--- config.mk ---
export PLATFORM = sky130hd
export DESIGN_NAME = card_host_status_irq_bank
export DESIGN_NICKNAME = d
export VERILOG_FILES = /design/src/rtl/card_host_status_irq_bank.v /design/src/rtl/sticky_flag.v /design/src/rtl/counter_zero_flags.v
export VERILOG_INCLUDE_DIRS = /design/src /design/src/rtl
export SDC_FILE = /design/constraint.sdc
export NUM_CORES = 1
export LEC_CHECK = 0
export BUFFER_PORTS_ARGS = -buffer_cell sky130_fd_sc_hd__buf_2
export CAP_MARGIN = 20
export CORE_MARGIN = 3
export CORE_UTILIZATION = 48
export CTS_CLUSTER_DIAMETER = 100
export DETAILED_ROUTE_END_ITERATION = 10
export PLACE_DENSITY = 0.87
export SYNTH_ARGS = -nofsm -noshare
export SYNTH_HDL_FRONTEND = slang
export SYNTH_SLANG_ARGS = --single-unit
export TNS_END_PERCENT = 5
--- constraint.sdc ---
create_clock -name clk -period 3.2 [get_ports clk]
set_input_delay 0.16 -clock clk [delete_from_list [all_inputs] [get_ports clk]]
set_output_delay 0.16 -clock clk [all_outputs]
set_load 0.02 [all_outputs]
--- src/rtl/card_host_map.vh ---
// Register offsets, bit positions and reset values of the status and interrupt bank
`ifndef CARD_HOST_MAP_VH
`define CARD_HOST_MAP_VH
`define OFS_STATUS        8'h40
`define OFS_IRQ_ENABLE    8'h44
`define OFS_IRQ_DISABLE   8'h48
`define OFS_IRQ_MASK      8'h4c
`define OFS_COMMAND       8'h14
`define OFS_PERIPH_COUNT  8'h50
`define BIT_CMD_READY     0
`define BIT_RX_READY      1
`define BIT_TX_READY      2
`define BIT_BLOCK_END     3
`define BIT_XFER_ACTIVE   4
`define BIT_NOT_BUSY      5
`define BIT_END_RX        6
`define BIT_END_TX        7
`define BIT_SLOT_A_IRQ    8
`define BIT_SLOT_B_IRQ    9
`define BIT_RX_FULL       14
`define BIT_TX_EMPTY      15
`define BIT_RSP_INDEX     16
`define BIT_RSP_DIR       17
`define BIT_RSP_CRC       18
`define BIT_RSP_END       19
`define BIT_RSP_TIMEOUT   20
`define BIT_DATA_CRC      21
`define BIT_DATA_TIMEOUT  22
`define BIT_OVERRUN       30
`define BIT_UNDERRUN      31
`define MASK_RESET        32'h0000_0000
`define STATUS_IMPL_BITS  32'hc07f_c3ff
`endif

--- src/rtl/card_host_status_irq_bank.v ---
// Status flags, interrupt mask and Wishbone slave of the card host interface
// Function
// - rx full when both rx counters zero
// - tx empty when both tx counters zero
// - index mismatch sets flag; command write clears
// - missing direction bit sets direction error
// - response CRC7 failure; command write clears
// - missing end bit; command write clears
// - response latency exceeded; command write clears
// - data CRC16 failure; status read clears
// - data wait exceeded; status read clears
// - lost received byte; new transfer clears
// - byte sent unwritten; new transfer clears
// - per-slot card interrupt; status read clears
// - enable register sets mask bits
// - disable register clears mask bits
// - mask readable, one means enabled
//
// The implementer's own choices: the Wishbone interface to the registers and the placing of the registers.
`include "card_host_map.vh"
module card_host_status_irq_bank #(
  parameter CW = 16
) (
  // Clock and reset
  input  wire          clk,
  input  wire          rstn,
  // Wishbone slave
  input  wire          wb_cyc_i,
  input  wire          wb_stb_i,
  input  wire          wb_we_i,
  input  wire [7:0]    wb_adr_i,
  input  wire [3:0]    wb_sel_i,
  input  wire [31:0]   wb_dat_i,
  output reg  [31:0]   wb_dat_o,
  output reg           wb_ack_o,
  // Lower status flags from the command and data path
  input  wire [7:0]    lower_status,
  // Peripheral DMA counters
  input  wire [CW-1:0] receive_counter,
  input  wire [CW-1:0] receive_next_counter,
  input  wire [CW-1:0] transmit_counter,
  input  wire [CW-1:0] transmit_next_counter,
  // Response checker events, one-cycle pulses
  input  wire          rsp_index_mismatch,
  input  wire          rsp_dir_missing,
  input  wire          rsp_crc_fail,
  input  wire          rsp_end_missing,
  input  wire          rsp_latency_exceeded,
  // Data path events, one-cycle pulses
  input  wire          data_crc_fail,
  input  wire          data_wait_exceeded,
  input  wire          rx_byte_lost,
  input  wire          tx_byte_unwritten,
  input  wire          data_cmd_sent,
  // Card interrupt levels from the slot pins
  input  wire          slot_a_irq_pin,
  input  wire          slot_b_irq_pin,
  // Interrupt and command write strobe
  output reg           irq,
  output wire          command_write
);
  reg  [31:0] mask_q;
  reg  [31:0] mask_d;
  reg         a_s1_q;
  reg         a_s2_q;
  reg         a_s3_q;
  reg         b_s1_q;
  reg         b_s2_q;
  reg         b_s3_q;
  wire        rx_full;
  wire        tx_empty;
  wire [31:0] status;
  wire        req;
  wire        wr;
  wire        rd_status;
  wire        slot_a_rise;
  wire        slot_b_rise;
  wire [12:0] set_v;
  wire [12:0] clr_v;
  wire [12:0] flag_v;

  // Single-cycle ack; hold off a second ack while master releases
  assign req           = wb_cyc_i && wb_stb_i && !wb_ack_o;
  assign wr            = req && wb_we_i;
  assign rd_status     = req && !wb_we_i && (wb_adr_i == `OFS_STATUS);
  assign command_write = wr && (wb_adr_i == `OFS_COMMAND);

  // Slot pins come from outside, two flops before use
  always @(posedge clk) begin
    if (!rstn) begin
      a_s1_q <= 1'b0;
      a_s2_q <= 1'b0;
      a_s3_q <= 1'b0;
      b_s1_q <= 1'b0;
      b_s2_q <= 1'b0;
      b_s3_q <= 1'b0;
    end else begin
      a_s1_q <= slot_a_irq_pin;
      a_s2_q <= a_s1_q;
      a_s3_q <= a_s2_q;
      b_s1_q <= slot_b_irq_pin;
      b_s2_q <= b_s1_q;
      b_s3_q <= b_s2_q;
    end
  end
  assign slot_a_rise = a_s2_q && !a_s3_q;
  assign slot_b_rise = b_s2_q && !b_s3_q;

  counter_zero_flags #(.CW(CW)) u_zero (
    .clk                   (clk),
    .rstn                  (rstn),
    .receive_counter       (receive_counter),
    .receive_next_counter  (receive_next_counter),
    .transmit_counter      (transmit_counter),
    .transmit_next_counter (transmit_next_counter),
    .rx_buffer_full        (rx_full),
    .tx_buffer_empty       (tx_empty)
  );

  // Sticky set vector, order matches flag_v
  // index mismatch
  assign set_v = {slot_b_rise, slot_a_rise, tx_byte_unwritten, rx_byte_lost, data_wait_exceeded,
                  data_crc_fail, rsp_latency_exceeded, rsp_end_missing, rsp_crc_fail,
                  rsp_dir_missing, rsp_index_mismatch, 2'b00};
  // Direction error has no clear; the command write clears its neighbours
  assign clr_v = {rd_status, rd_status, data_cmd_sent, data_cmd_sent, rd_status, rd_status,
                  command_write, command_write, command_write, 1'b0, command_write, 2'b00};

  genvar gi;
  generate
    for (gi = 2; gi < 13; gi = gi + 1) begin : g_flag
      sticky_flag u_flag (
        .clk    (clk),
        .rstn   (rstn),
        .set    (set_v[gi]),
        .clr    (clr_v[gi]),
        .flag_q (flag_v[gi])
      );
    end
  endgenerate
  assign flag_v[1:0] = {tx_empty, rx_full};

  // Status word assembly
  assign status = {flag_v[10], flag_v[9], 7'h00, flag_v[8], flag_v[7], flag_v[6], flag_v[5],
                   flag_v[4], flag_v[3], flag_v[2], flag_v[1], flag_v[0], 4'h0,
                   flag_v[12], flag_v[11], lower_status};

  always @* begin
    mask_d = mask_q;
    if (wr && (wb_adr_i == `OFS_IRQ_ENABLE)) begin
      mask_d = mask_q | (wb_dat_i & `STATUS_IMPL_BITS);
    end else if (wr && (wb_adr_i == `OFS_IRQ_DISABLE)) begin
      mask_d = mask_q & ~wb_dat_i;
    end
  end

  always @(posedge clk) begin
    if (!rstn) begin
      mask_q   <= `MASK_RESET;
      wb_ack_o <= 1'b0;
      wb_dat_o <= 32'h0000_0000;
      irq      <= 1'b0;
    end else begin
      mask_q   <= mask_d;
      wb_ack_o <= req;
      irq      <= |(status & mask_q);
      if (req && !wb_we_i) begin
        case (wb_adr_i)
          `OFS_STATUS:   wb_dat_o <= status;
          `OFS_IRQ_MASK: wb_dat_o <= mask_q;
          default:       wb_dat_o <= 32'h0000_0000;
        endcase
      end
    end
  end
endmodule

--- src/rtl/sticky_flag.v ---
// Sticky event flag where a set wins over a clear in the same cycle
module sticky_flag (
  // Clock and reset
  input  wire clk,
  input  wire rstn,
  // Set and clear
  input  wire set,
  input  wire clr,
  // Flag state
  output reg  flag_q
);
  always @(posedge clk) begin
    if (!rstn) begin
      flag_q <= 1'b0;
    end else if (set) begin
      flag_q <= 1'b1;
    end else if (clr) begin
      flag_q <= 1'b0;
    end
  end
endmodule

--- src/rtl/counter_zero_flags.v ---
// Buffer full and empty flags from the peripheral DMA counters
`include "card_host_map.vh"
module counter_zero_flags #(
  parameter CW = 16
) (
  // Clock and reset
  input  wire          clk,
  input  wire          rstn,
  // Peripheral DMA counters
  input  wire [CW-1:0] receive_counter,
  input  wire [CW-1:0] receive_next_counter,
  input  wire [CW-1:0] transmit_counter,
  input  wire [CW-1:0] transmit_next_counter,
  // Registered level flags
  output reg           rx_buffer_full,
  output reg           tx_buffer_empty
);
  always @(posedge clk) begin
    if (!rstn) begin
      rx_buffer_full  <= 1'b1;
      tx_buffer_empty <= 1'b1;
    end else begin
      rx_buffer_full  <= (receive_counter == {CW{1'b0}}) && (receive_next_counter == {CW{1'b0}});
      tx_buffer_empty <= (transmit_counter == {CW{1'b0}}) && (transmit_next_counter == {CW{1'b0}});
    end
  end
endmodule

==> results.md, run 1 <==
- Slew Viols, Final: 0
- Vias: ~3300
- CTS Buffer Depth: 2
- TritonCTS clock tree: done
- IO Pins: 168
- Initial antenna violation count: 0
- Fin crit period: between 2 and 2.5 ns
- DRC Markers: 0
- Kind of start point of the critical path: register
- Initial Utilization: 50.5%
- FP Rows: 29
- Run status: finished clean
- Total die area: 7820 um^2
- Power Dens Cells: 445 nW/um^2
- Port bufs: 163
- GRT Overall Usage: between 20% and 30%
- Global-route wire length before repair: 14800 um
- DRT Wirelength: ~9300 um
- Cell area after placement: 4080 um^2
- Worst vdd ir: 247 uV
- Synthesis Warnings: 0
- First-pass DRT Iterations: 4
- Num CTS Buffers: 9
- Post-synth EDFFs: 0
- Hold Vio Cnt, Final: 0
- # H-tree levels: 3
- Vias in the first global route: ~3300
- Avg Vias per Cell: 5.77
- Clock power share: approximately 37%
- Seq pwr share: 55.7%
- Syn_nets: 460
- Placed Cells: between 500 and 600
- Synth Register Bits: 85
- R2r setup slk: 0.92 ns
- Synth async-reset ratio: 0%
- Critical Path AT: 2.55 ns
- Lkg Pwr: 2.01 nW
- Comb power frac: 7.5%
- R2R cell count: 6
- Final worst-path cycle share: between 70% and 80%
- N_diodes: 0
- Core area: 6460 um^2
- Hold WC Path Type: in -> reg
- Req. time, crit path: 3.47 ns
- Slew Limit Headroom: 39.8%
- Syn Area/Cell: 9.97 um^2
- Worst-path clk slew: about 0.080 ns
- Worst Hold Depth: 2
- Max Cap Viol: 0
- Skew-Pair Late Insertion Delay: 0.33 ns
- R2r startpoint: wb_ack_o$_SDFF_PN0_
- Detail Placement HPWL: about 6600 um
- Crit Path Category: reg -> reg
- Starting DRT DRC Count: 240
- Setup TNS Final: 0 ns
- Post-route ant nets: 0
- CP Capture Type: register
- Post-synth top flop: dfxtp_1
- Clock Skews: 0.00942 ns
- Sw Ratio: between 20% and 30%
- Overflow after GRT: 0
- Design area: between 4000 and 5000 um^2
- Util after Layout: 67.7%
- Area delta synth->final: 34.2%
- Sw power: 437 uW
- Yosys cell types: 35
- Hold Path Sink: g_flag[3].u_flag.flag_q$_SDFFE_PN0P_
- Worst Max-Slew Pin Slew: between 0.9 and 1 ns
- Fraction of layout cells with a size suffix above 1: 36.9%
- Critical Path Fanout Max: 35
- CTS Root Cell: clkbuf_8
- Nets: 625
- Hold Crit Start: rsp_dir_missing
- Final Non-Filler Cells: roughly 570
- Int Power: 1.51 mW
- CTS sink cnt: 85
- Sequential-to-total area share from yosys stat: a little over half
- Chip Width: 88.4 um
- Mapped cell area: 3260 um^2
- Die Span Y: 88.4 um
- Wire per inst: between 15 and 20 um
- Final-report setup violation count: 0
- Unrepaired setup endpoints after global routing: no
- Cells after synthesis: 327
- Worst reg2reg path endpoint: wb_dat_o[20]$_SDFFE_PN0P_
- Fmax achieved: 438 MHz
- Largest net degree at the start of global routing: 83
- GPL Wtd Cong: roughly 0.79
worst max path at each step:
stage                                           end  cells after the start                start  slack [ns]
after floorplan                            register                      5          wb_adr_i[7]        1.52
after global placement    wb_dat_o[22]$_SDFFE_PN0P_                      6          wb_adr_i[7]        0.83
after detailed placement  wb_dat_o[22]$_SDFFE_PN0P_                      6          wb_adr_i[7]        0.78
after CTS                 wb_dat_o[22]$_SDFFE_PN0P_                      6  wb_ack_o$_SDFF_PN0_        0.91
after global routing      wb_dat_o[21]$_SDFFE_PN0P_                      6  wb_ack_o$_SDFF_PN0_        0.75
final                     wb_dat_o[20]$_SDFFE_PN0P_                      6  wb_ack_o$_SDFF_PN0_        0.92
Yosys cell counts (2+ instances only):
master    instances  area (um^2)
nor3b_1           2         15.0
nor4_1           16          100
buf_6             2         22.5
nor2b_1          13         81.3
buf_4             2         15.0
clkbuf_1         15         56.3
a22oi_1          18          135
o21a_1            3         22.5
buf_2             5         25.0
nand4_1           4         25.0
and2_1            6         37.5
nand3_1           3         15.0
nand2b_1          2         12.5
a32o_1           21          210
nand2_1          49          184
a221o_1          21          210
nor2_1            2         7.51
and3_1           23          144
o21ai_0           8         40.0
inv_1             2         7.51
a21oi_1          11         55.1
o22ai_1           2         12.5
dfxtp_1          85         1700
layer usage:
metal / GRT usage (%) / share of wire, % / up-vias
met2: 41.9 / 52 / 165
met1: 29.3 / 39 / 1541
met4: 10.0 / 2.0 / 0
met5: 0 / 0 / -
met3: 4.19 / 7.4 / 20
li1: - / - / 1581
placed cells by master, fill, tap and decap left out, types with 6 or more instances in the layout:
cell           netlist  layout
dfxtp_1             85      85
buf_2                5     163
a221o_1             21      21
nor4_1              16      16
a32o_1              21      21
nand2_1             49      49
o21ai_0              8       8
nor2b_1             13      13
clkbuf_8             0       9
a21oi_1             11      11
and3_1              23      23
dlygate4sd3_1        0      11
a22oi_1             18      18
and2_1               6       6
stage by stage:
| stage | setup slack, ns | power, mW | hold WS (ns) |
|---|---|---|---|
| after global routing | 0.755 | 2.02 | 0.0159 |
| after floorplan | 1.52 | 1.15 | 0.247 |
| after detailed placement | 0.783 | 1.25 | 0.333 |
| final | 0.917 | 1.95 | 0.0244 |
| after CTS | 0.909 | 1.95 | 0.0121 |
| after global placement | 0.827 | 1.24 | 0.332 |
kinds of logic after synthesis:
kind of cell / synth area share, %
DFF: 52.2
AOI/OAI and AO/OA: 22.1
buffers and inverters: 3.88
and+or+nand+nor: 21.8
worst max-delay path, stage by stage (launching register included):
cell and delay [ns]:
dfxtp_1 0.33, nand4bb_1 0.17, buf_4 0.25, nor4_2 0.24
buf_4 0.23, and2_1 0.71, a221o_1 0.28
area by class of cell:
cell class | count | area, um^2
flip-flops and latches | 85 | 1700
repair buffers | 178 | 956
clock inverters | 4 | 50.0
clock buffers | 11 | 131
inverters | 2 | 7.51
well taps | 77 | 96.3
multi-input cells | 216 | 1430
fillers | 528 | 2080
power by group through the flow:
stage	Combinational (mW)	Clock (mW)	Sequential, mW
final	0.146	0.716	1.09
after CTS	0.146	0.718	1.08
after global placement	0.131	0	1.11
after detailed placement	0.136	0	1.11
after global routing	0.163	0.769	1.09
after floorplan	0.0410	0	1.11
repair_timing:
item / in CTS / in global routing
hold buffers: 11 / 0
setup buffers: 0 / 0
endpoints found under the hold margin: 11 / 0
gates resized for setup: 0 / 0
(Power assumes the default switching activity.)
==> run 2, diff against run 1 <==
CORE_UTILIZATION = 45   (was 48)
PLACE_DENSITY = 0.82   (was 0.87)
clock period = 2.35 ns   (was 3.2 ns; I/O delays follow)
==> results.md, run 2 (synthesis gave the netlist of run 1 again) <==
- Tot Pwr: 2.65 mW
- Fillers: 577
- Die Span Y: 91.1 um
- Slew Viols, Final: 0
- First-pass DRT Iterations: 5
- Final worst-path cycle share: 80.6%
- Initial antenna violation count: 0
- Hold slack: slightly above 0.007 ns
- Worst vdd ir: 252 uV
- Post-route ant nets: 0
- Lkg Pwr: between 2 and 2.5 nW
- Critical Path Slowest Stage Cell: and3_1
- IO Pins: 168
- R2r setup slk: approximately 0.46 ns
- GPL Wtd Cong: 0.791
- N_diodes: 0
- Crit path largest cell delay: 0.76 ns
- Worst Max-Slew Pin Slew: 0.876 ns
- Setup ws final: 0.456 ns
- Max Cap Viol: 0
- Comb power frac: between 8 and 9%
- Critical Path Fanout Max: 21
- # H-tree levels: 3
- Setup TNS Final: 0 ns
- Largest net degree at the start of global routing: 92
- Port bufs: 163
- Vias: 3423
- DRC Markers: 0
- Worst-path clk slew: about 0.080 ns
- Num CTS Buffers: 9
- Power Dens Cells: 564 nW/um^2
- Fraction of layout cells with a size suffix above 1: 35.7%
- Avg Vias per Cell: 5.50
- Int Power: 2.04 mW
- Reg area: 1700 um^2
- Clock Skews: 0.0117 ns
- Core area: 6910 um^2
- CTS Root Cell: clkbuf_8
- Worst Hold Depth: 2
- Starting DRT DRC Count: 158
- Wire per inst: between 15 and 20 um
- Skew-Pair Late Insertion Delay: 0.34 ns
- R2R cell count: 4
- Final-report setup violation count: 0
- Hold Crit Start: wb_dat_i[14]
- Nets: ~650
- R2r startpoint: wb_ack_o$_SDFF_PN0_
- Commonest non-fill, non-tap cell in the layout: buf_2
- Vias in the first global route: 3481
- Total die area: 8300 um^2
- DRT Wirelength: 9940 um
- Pre-CTS WS: between 0.2 and 0.25 ns
- Run status: finished clean
- Sw power: 611 uW
- Slew Limit Headroom: roughly two fifths
- Area delta synth->final: 44.2%
- Clock power share: between 30% and 40%
- Fmax achieved: 528 MHz
- Worst setup startpoint: wb_ack_o$_SDFF_PN0_
- Fin crit period: 1.89 ns
- Crit Path Category: reg -> reg
- TritonCTS clock tree: done
- Area of the multi-input gates: 1430 um^2
- Seq pwr share: 55.7%
- Overflow after GRT: 0
- Kind of start point of the critical path: register
- GRT Overall Usage: a little under a quarter
- Critical Path AT: around 2.2 ns
- FP Rows: 30
- Critical path, cell by cell: nand4bb_1, nor3_1, and3_1, a221o_1
- CP Capture Type: register
- Req. time, crit path: 2.64 ns
- CTS Buffer Depth: 2
- CTS sink cnt: 85
- Unrepaired setup endpoints after global routing: no
- Hold Vio Cnt, Final: 0
- Detail Placement HPWL: 6880 um
- Sw Ratio: a little under a quarter
- Global-route wire length before repair: 16200 um
- Most frequent cells in the layout: 163 x buf_2, 85 x dfxtp_1, 49 x nand2_1
- Initial Utilization: 47.2%
- Hold WC Path Type: in -> reg
- Chip Width: 91.1 um
run 2: critical path: cells and delay by family, from the launching register on:
kind	cells	cell delay, ns
DFF	1	0.33
AOI/OAI and AO/OA	1	0.27
and+or+nand+nor	3	1.23
run 2: what timing repair did:
item	CTS	global route
hold buffers	36	0
resized for setup	0	0
setup buffers	0	0
hold endpoints to repair	36	0
setup endpoints to repair	0	0
run 2: area by class of cell:
cell class	count	share of cell area, %
Sequential cell	85	36.2
Inverter	2	0.160
Clock buffer	13	3.38
Multi-Input combinational cell	216	30.5
Timing Repair Buffer	207	26.8
Clock inverter	3	0.426
Tap cell	96	2.55
run 2: stage by stage:
step / cells / instance area, um^2 / util (%)
2_1_floorplan: 327 / 3260 / -
3_3_place_gp: 570 / 4160 / 60.3
3_5_place_dp: 570 / 4160 / 60.3
4_1_cts: 622 / 4700 / 68.1
5_1_grt: 622 / 4700 / 68.1
6_report: 622 / 4700 / 68.1
run 2: path summary, 6_finish.rpt:
| path | endpoint |
|---|---|
| worst max-delay path | wb_dat_o[31]$_SDFFE_PN0P_ |
| worst min-delay path | register |
| worst max register to register | wb_dat_o[31]$_SDFFE_PN0P_ |
| worst min register to register | mask_q[27]$_SDFFE_PN0P_ |
run 2: metal layers:
layer,part of all wire [%],wire length [um],global-route usage [%]
met3,6.6,659,3.98
met1,39,3900,27.6
met4,3.4,342,12.2
met2,51,5040,42.5
met5,0,0,0
run 2: power groups by stage:
stage	combinational [mW]	clock [mW]	sequential, mW
6_report	0.236	0.941	1.48
5_1_grt	0.261	1.01	1.48
4_1_cts	0.235	0.951	1.48
3_5_place_dp	0.188	0	1.51
3_3_place_gp	0.182	0	1.51
2_1_floorplan	0.0558	0	1.51
==> run 3, diff against run 2 <==
clock period = 1.9 ns   (was 2.35 ns; I/O delays follow)
==> results.md, run 3 (synthesis gave the netlist of run 1 again) <==
- Port bufs: 163
- Worst setup startpoint: wb_ack_o$_SDFF_PN0_
- Kind of start point of the critical path: register
- First-pass DRT Iterations: 7
- Slew Limit Headroom: between 80 and 90%
- Overflow after GRT: 0
- CTS sink cnt: 85
- Vias in the first global route: 3509
- Power Dens Cells: 689 nW/um^2
- Post-route ant nets: 0
- Critical Path Slowest Stage Cell: dfxtp_1
- Lkg Pwr: 2.24 nW
- Commonest non-fill, non-tap cell in the layout: buf_2
- Num CTS Buffers: 9
- Hold slack: 0.0399 ns
- Clock Skews: 0.0124 ns
- Die Span Y: 91.1 um
- GRT Overall Usage: a little under a quarter
- Unrepaired setup endpoints after global routing: no
- Run status: finished clean
- Initial Utilization: 47.2%
- Final worst-path cycle share: 92.1%
- Detail Placement HPWL: 6930 um
- Most frequent cells in the layout: 163 x buf_2, 85 x dfxtp_1, 51 x dlygate4sd3_1
- Vias: 3486
- Critical path, cell by cell: nand4b_1, nor3b_1, and2_2, buf_2
- Avg Vias per Cell: 5.45
- Global-route wire length before repair: 15900 um
- Nets: 672
- N_diodes: 0
- FP Rows: 30
- TritonCTS clock tree: done
- Final-report setup violation count: 0
- CP Capture Type: output port
- CTS Root Cell: clkbuf_8
- Slew Viols, Final: 0
- Critical Path Fanout Max: 5
- IO Pins: 168
- Design area: 4910 um^2
- Fin crit period: 1.75 ns
- GPL Wtd Cong: 0.788
- Cell area after placement: 4210 um^2
- Worst vdd ir: 408 uV
- Max Cap Viol: 0
- Initial antenna violation count: 0
- R2r setup slk: 0.24 ns
- DRC Markers: 0
- DRT Wirelength: 10100 um
- Worst Setup EP: command_write
- Starting DRT DRC Count: 177
- Crit Path Category: reg -> out
- Fraction of layout cells with a size suffix above 1: 35.3%
- R2r startpoint: wb_ack_o$_SDFF_PN0_
- Chip Width: 91.1 um
- Worst-path clk slew: roughly 0.08 ns
- Hold WC Path Type: in -> reg
- Pre-CTS WS: 0.115 ns
- Core area: 6910 um^2
- Worst Max-Slew Pin Slew: 0.284 ns
- # H-tree levels: 3
- CTS Buffer Depth: 2
- Critical Path AT: 1.66 ns
- Hold Vio Cnt, Final: 0
- Fmax achieved: 571 MHz
- Req. time, crit path: ~1.8 ns
- Setup bufs post-CTS: 0
- Wire per inst: approximately 16 um
- R2R cell count: 5
- Setup TNS Final: 0 ns
- Setup ws final: 0.150 ns
- Crit path largest cell delay: roughly 0.33 ns
- Largest net degree at the start of global routing: 51
- Area delta synth->final: 50.7%
- Skew-Pair Late Insertion Delay: 0.34 ns
- Total die area: 8300 um^2
run 3: changes by cell type in the layout (fill, tap and decap cells not counted), sizes merged:
cell / previous run / this run
clkinvlp: 2 / 1
buf: 171 / 174
clkinv: 1 / 2
clkbuf: 13 / 12
dlygate4sd3: 36 / 51
bufinv: 0 / 1
run 3: critical path: cells and delay by family, from the launching register on:
| kind | cells | cell delay, ns |
|---|---|---|
| buffers and inverters | 1 | 0.19 |
| and+or+nand+nor | 3 | 0.80 |
| DFF | 1 | 0.33 |
run 3: worst min-delay path by stage:
stage / from / endpoint / slack, ns / cells after the start
after floorplan: wb_dat_i[10] / mask_q[10]$_SDFFE_PN0P_ / 0.18 / 1
after CTS: transmit_counter[14] / u_zero.tx_buffer_empty$_SDFF_PN1_ / 0.03 / 4
after global placement: wb_dat_i[25] / mask_q[25]$_SDFFE_PN0P_ / 0.27 / 2
after detailed placement: wb_dat_i[12] / mask_q[12]$_SDFFE_PN0P_ / 0.27 / 2
after global routing: wb_stb_i / wb_ack_o$_SDFF_PN0_ / 0.05 / 2
final: transmit_next_counter[7] / u_zero.tx_buffer_empty$_SDFF_PN1_ / 0.04 / 4
run 3: layer usage:
metal / share of wire [%] / GRT usage, % / up-vias
met5: 0 / 0 / -
met4: 2.4 / 11.3 / 0
met3: 7.5 / 3.73 / 20
met2: 51 / 42.2 / 201
met1: 39 / 27.4 / 1597
li1: - / - / 1668
run 3: metrics by stage:
step	util [%]	std cells	power (mW)
after floorplan	-	327	1.93
after global placement	61.0	573	2.10
after detailed placement	61.0	573	2.10
after CTS	71.1	640	3.40
after global routing	71.2	640	3.52
final	71.2	640	3.39
run 3: layout make-up:
cell class / instances / area (um^2)
tap: 96 / 120
fill: 537 / 1990
multi-input combinational: 216 / 1430
inverter: 2 / 7.51
clock inverter: 4 / 47.5
sequential: 85 / 1700
clock buffer: 12 / 145
timing repair buffer: 225 / 1460
run 3: what timing repair did:
item | CTS | global route
hold buffers | 51 | 0
resized for setup | 0 | 1
setup endpoints to repair | 0 | 1
hold endpoints to repair | 51 | 0
run 3: power breakdown:
group	internal, mW	switching [mW]
Combinational	0.195	0.125
Sequential	1.81	0.0207
Clock	0.641	0.597
Total	2.64	0.743
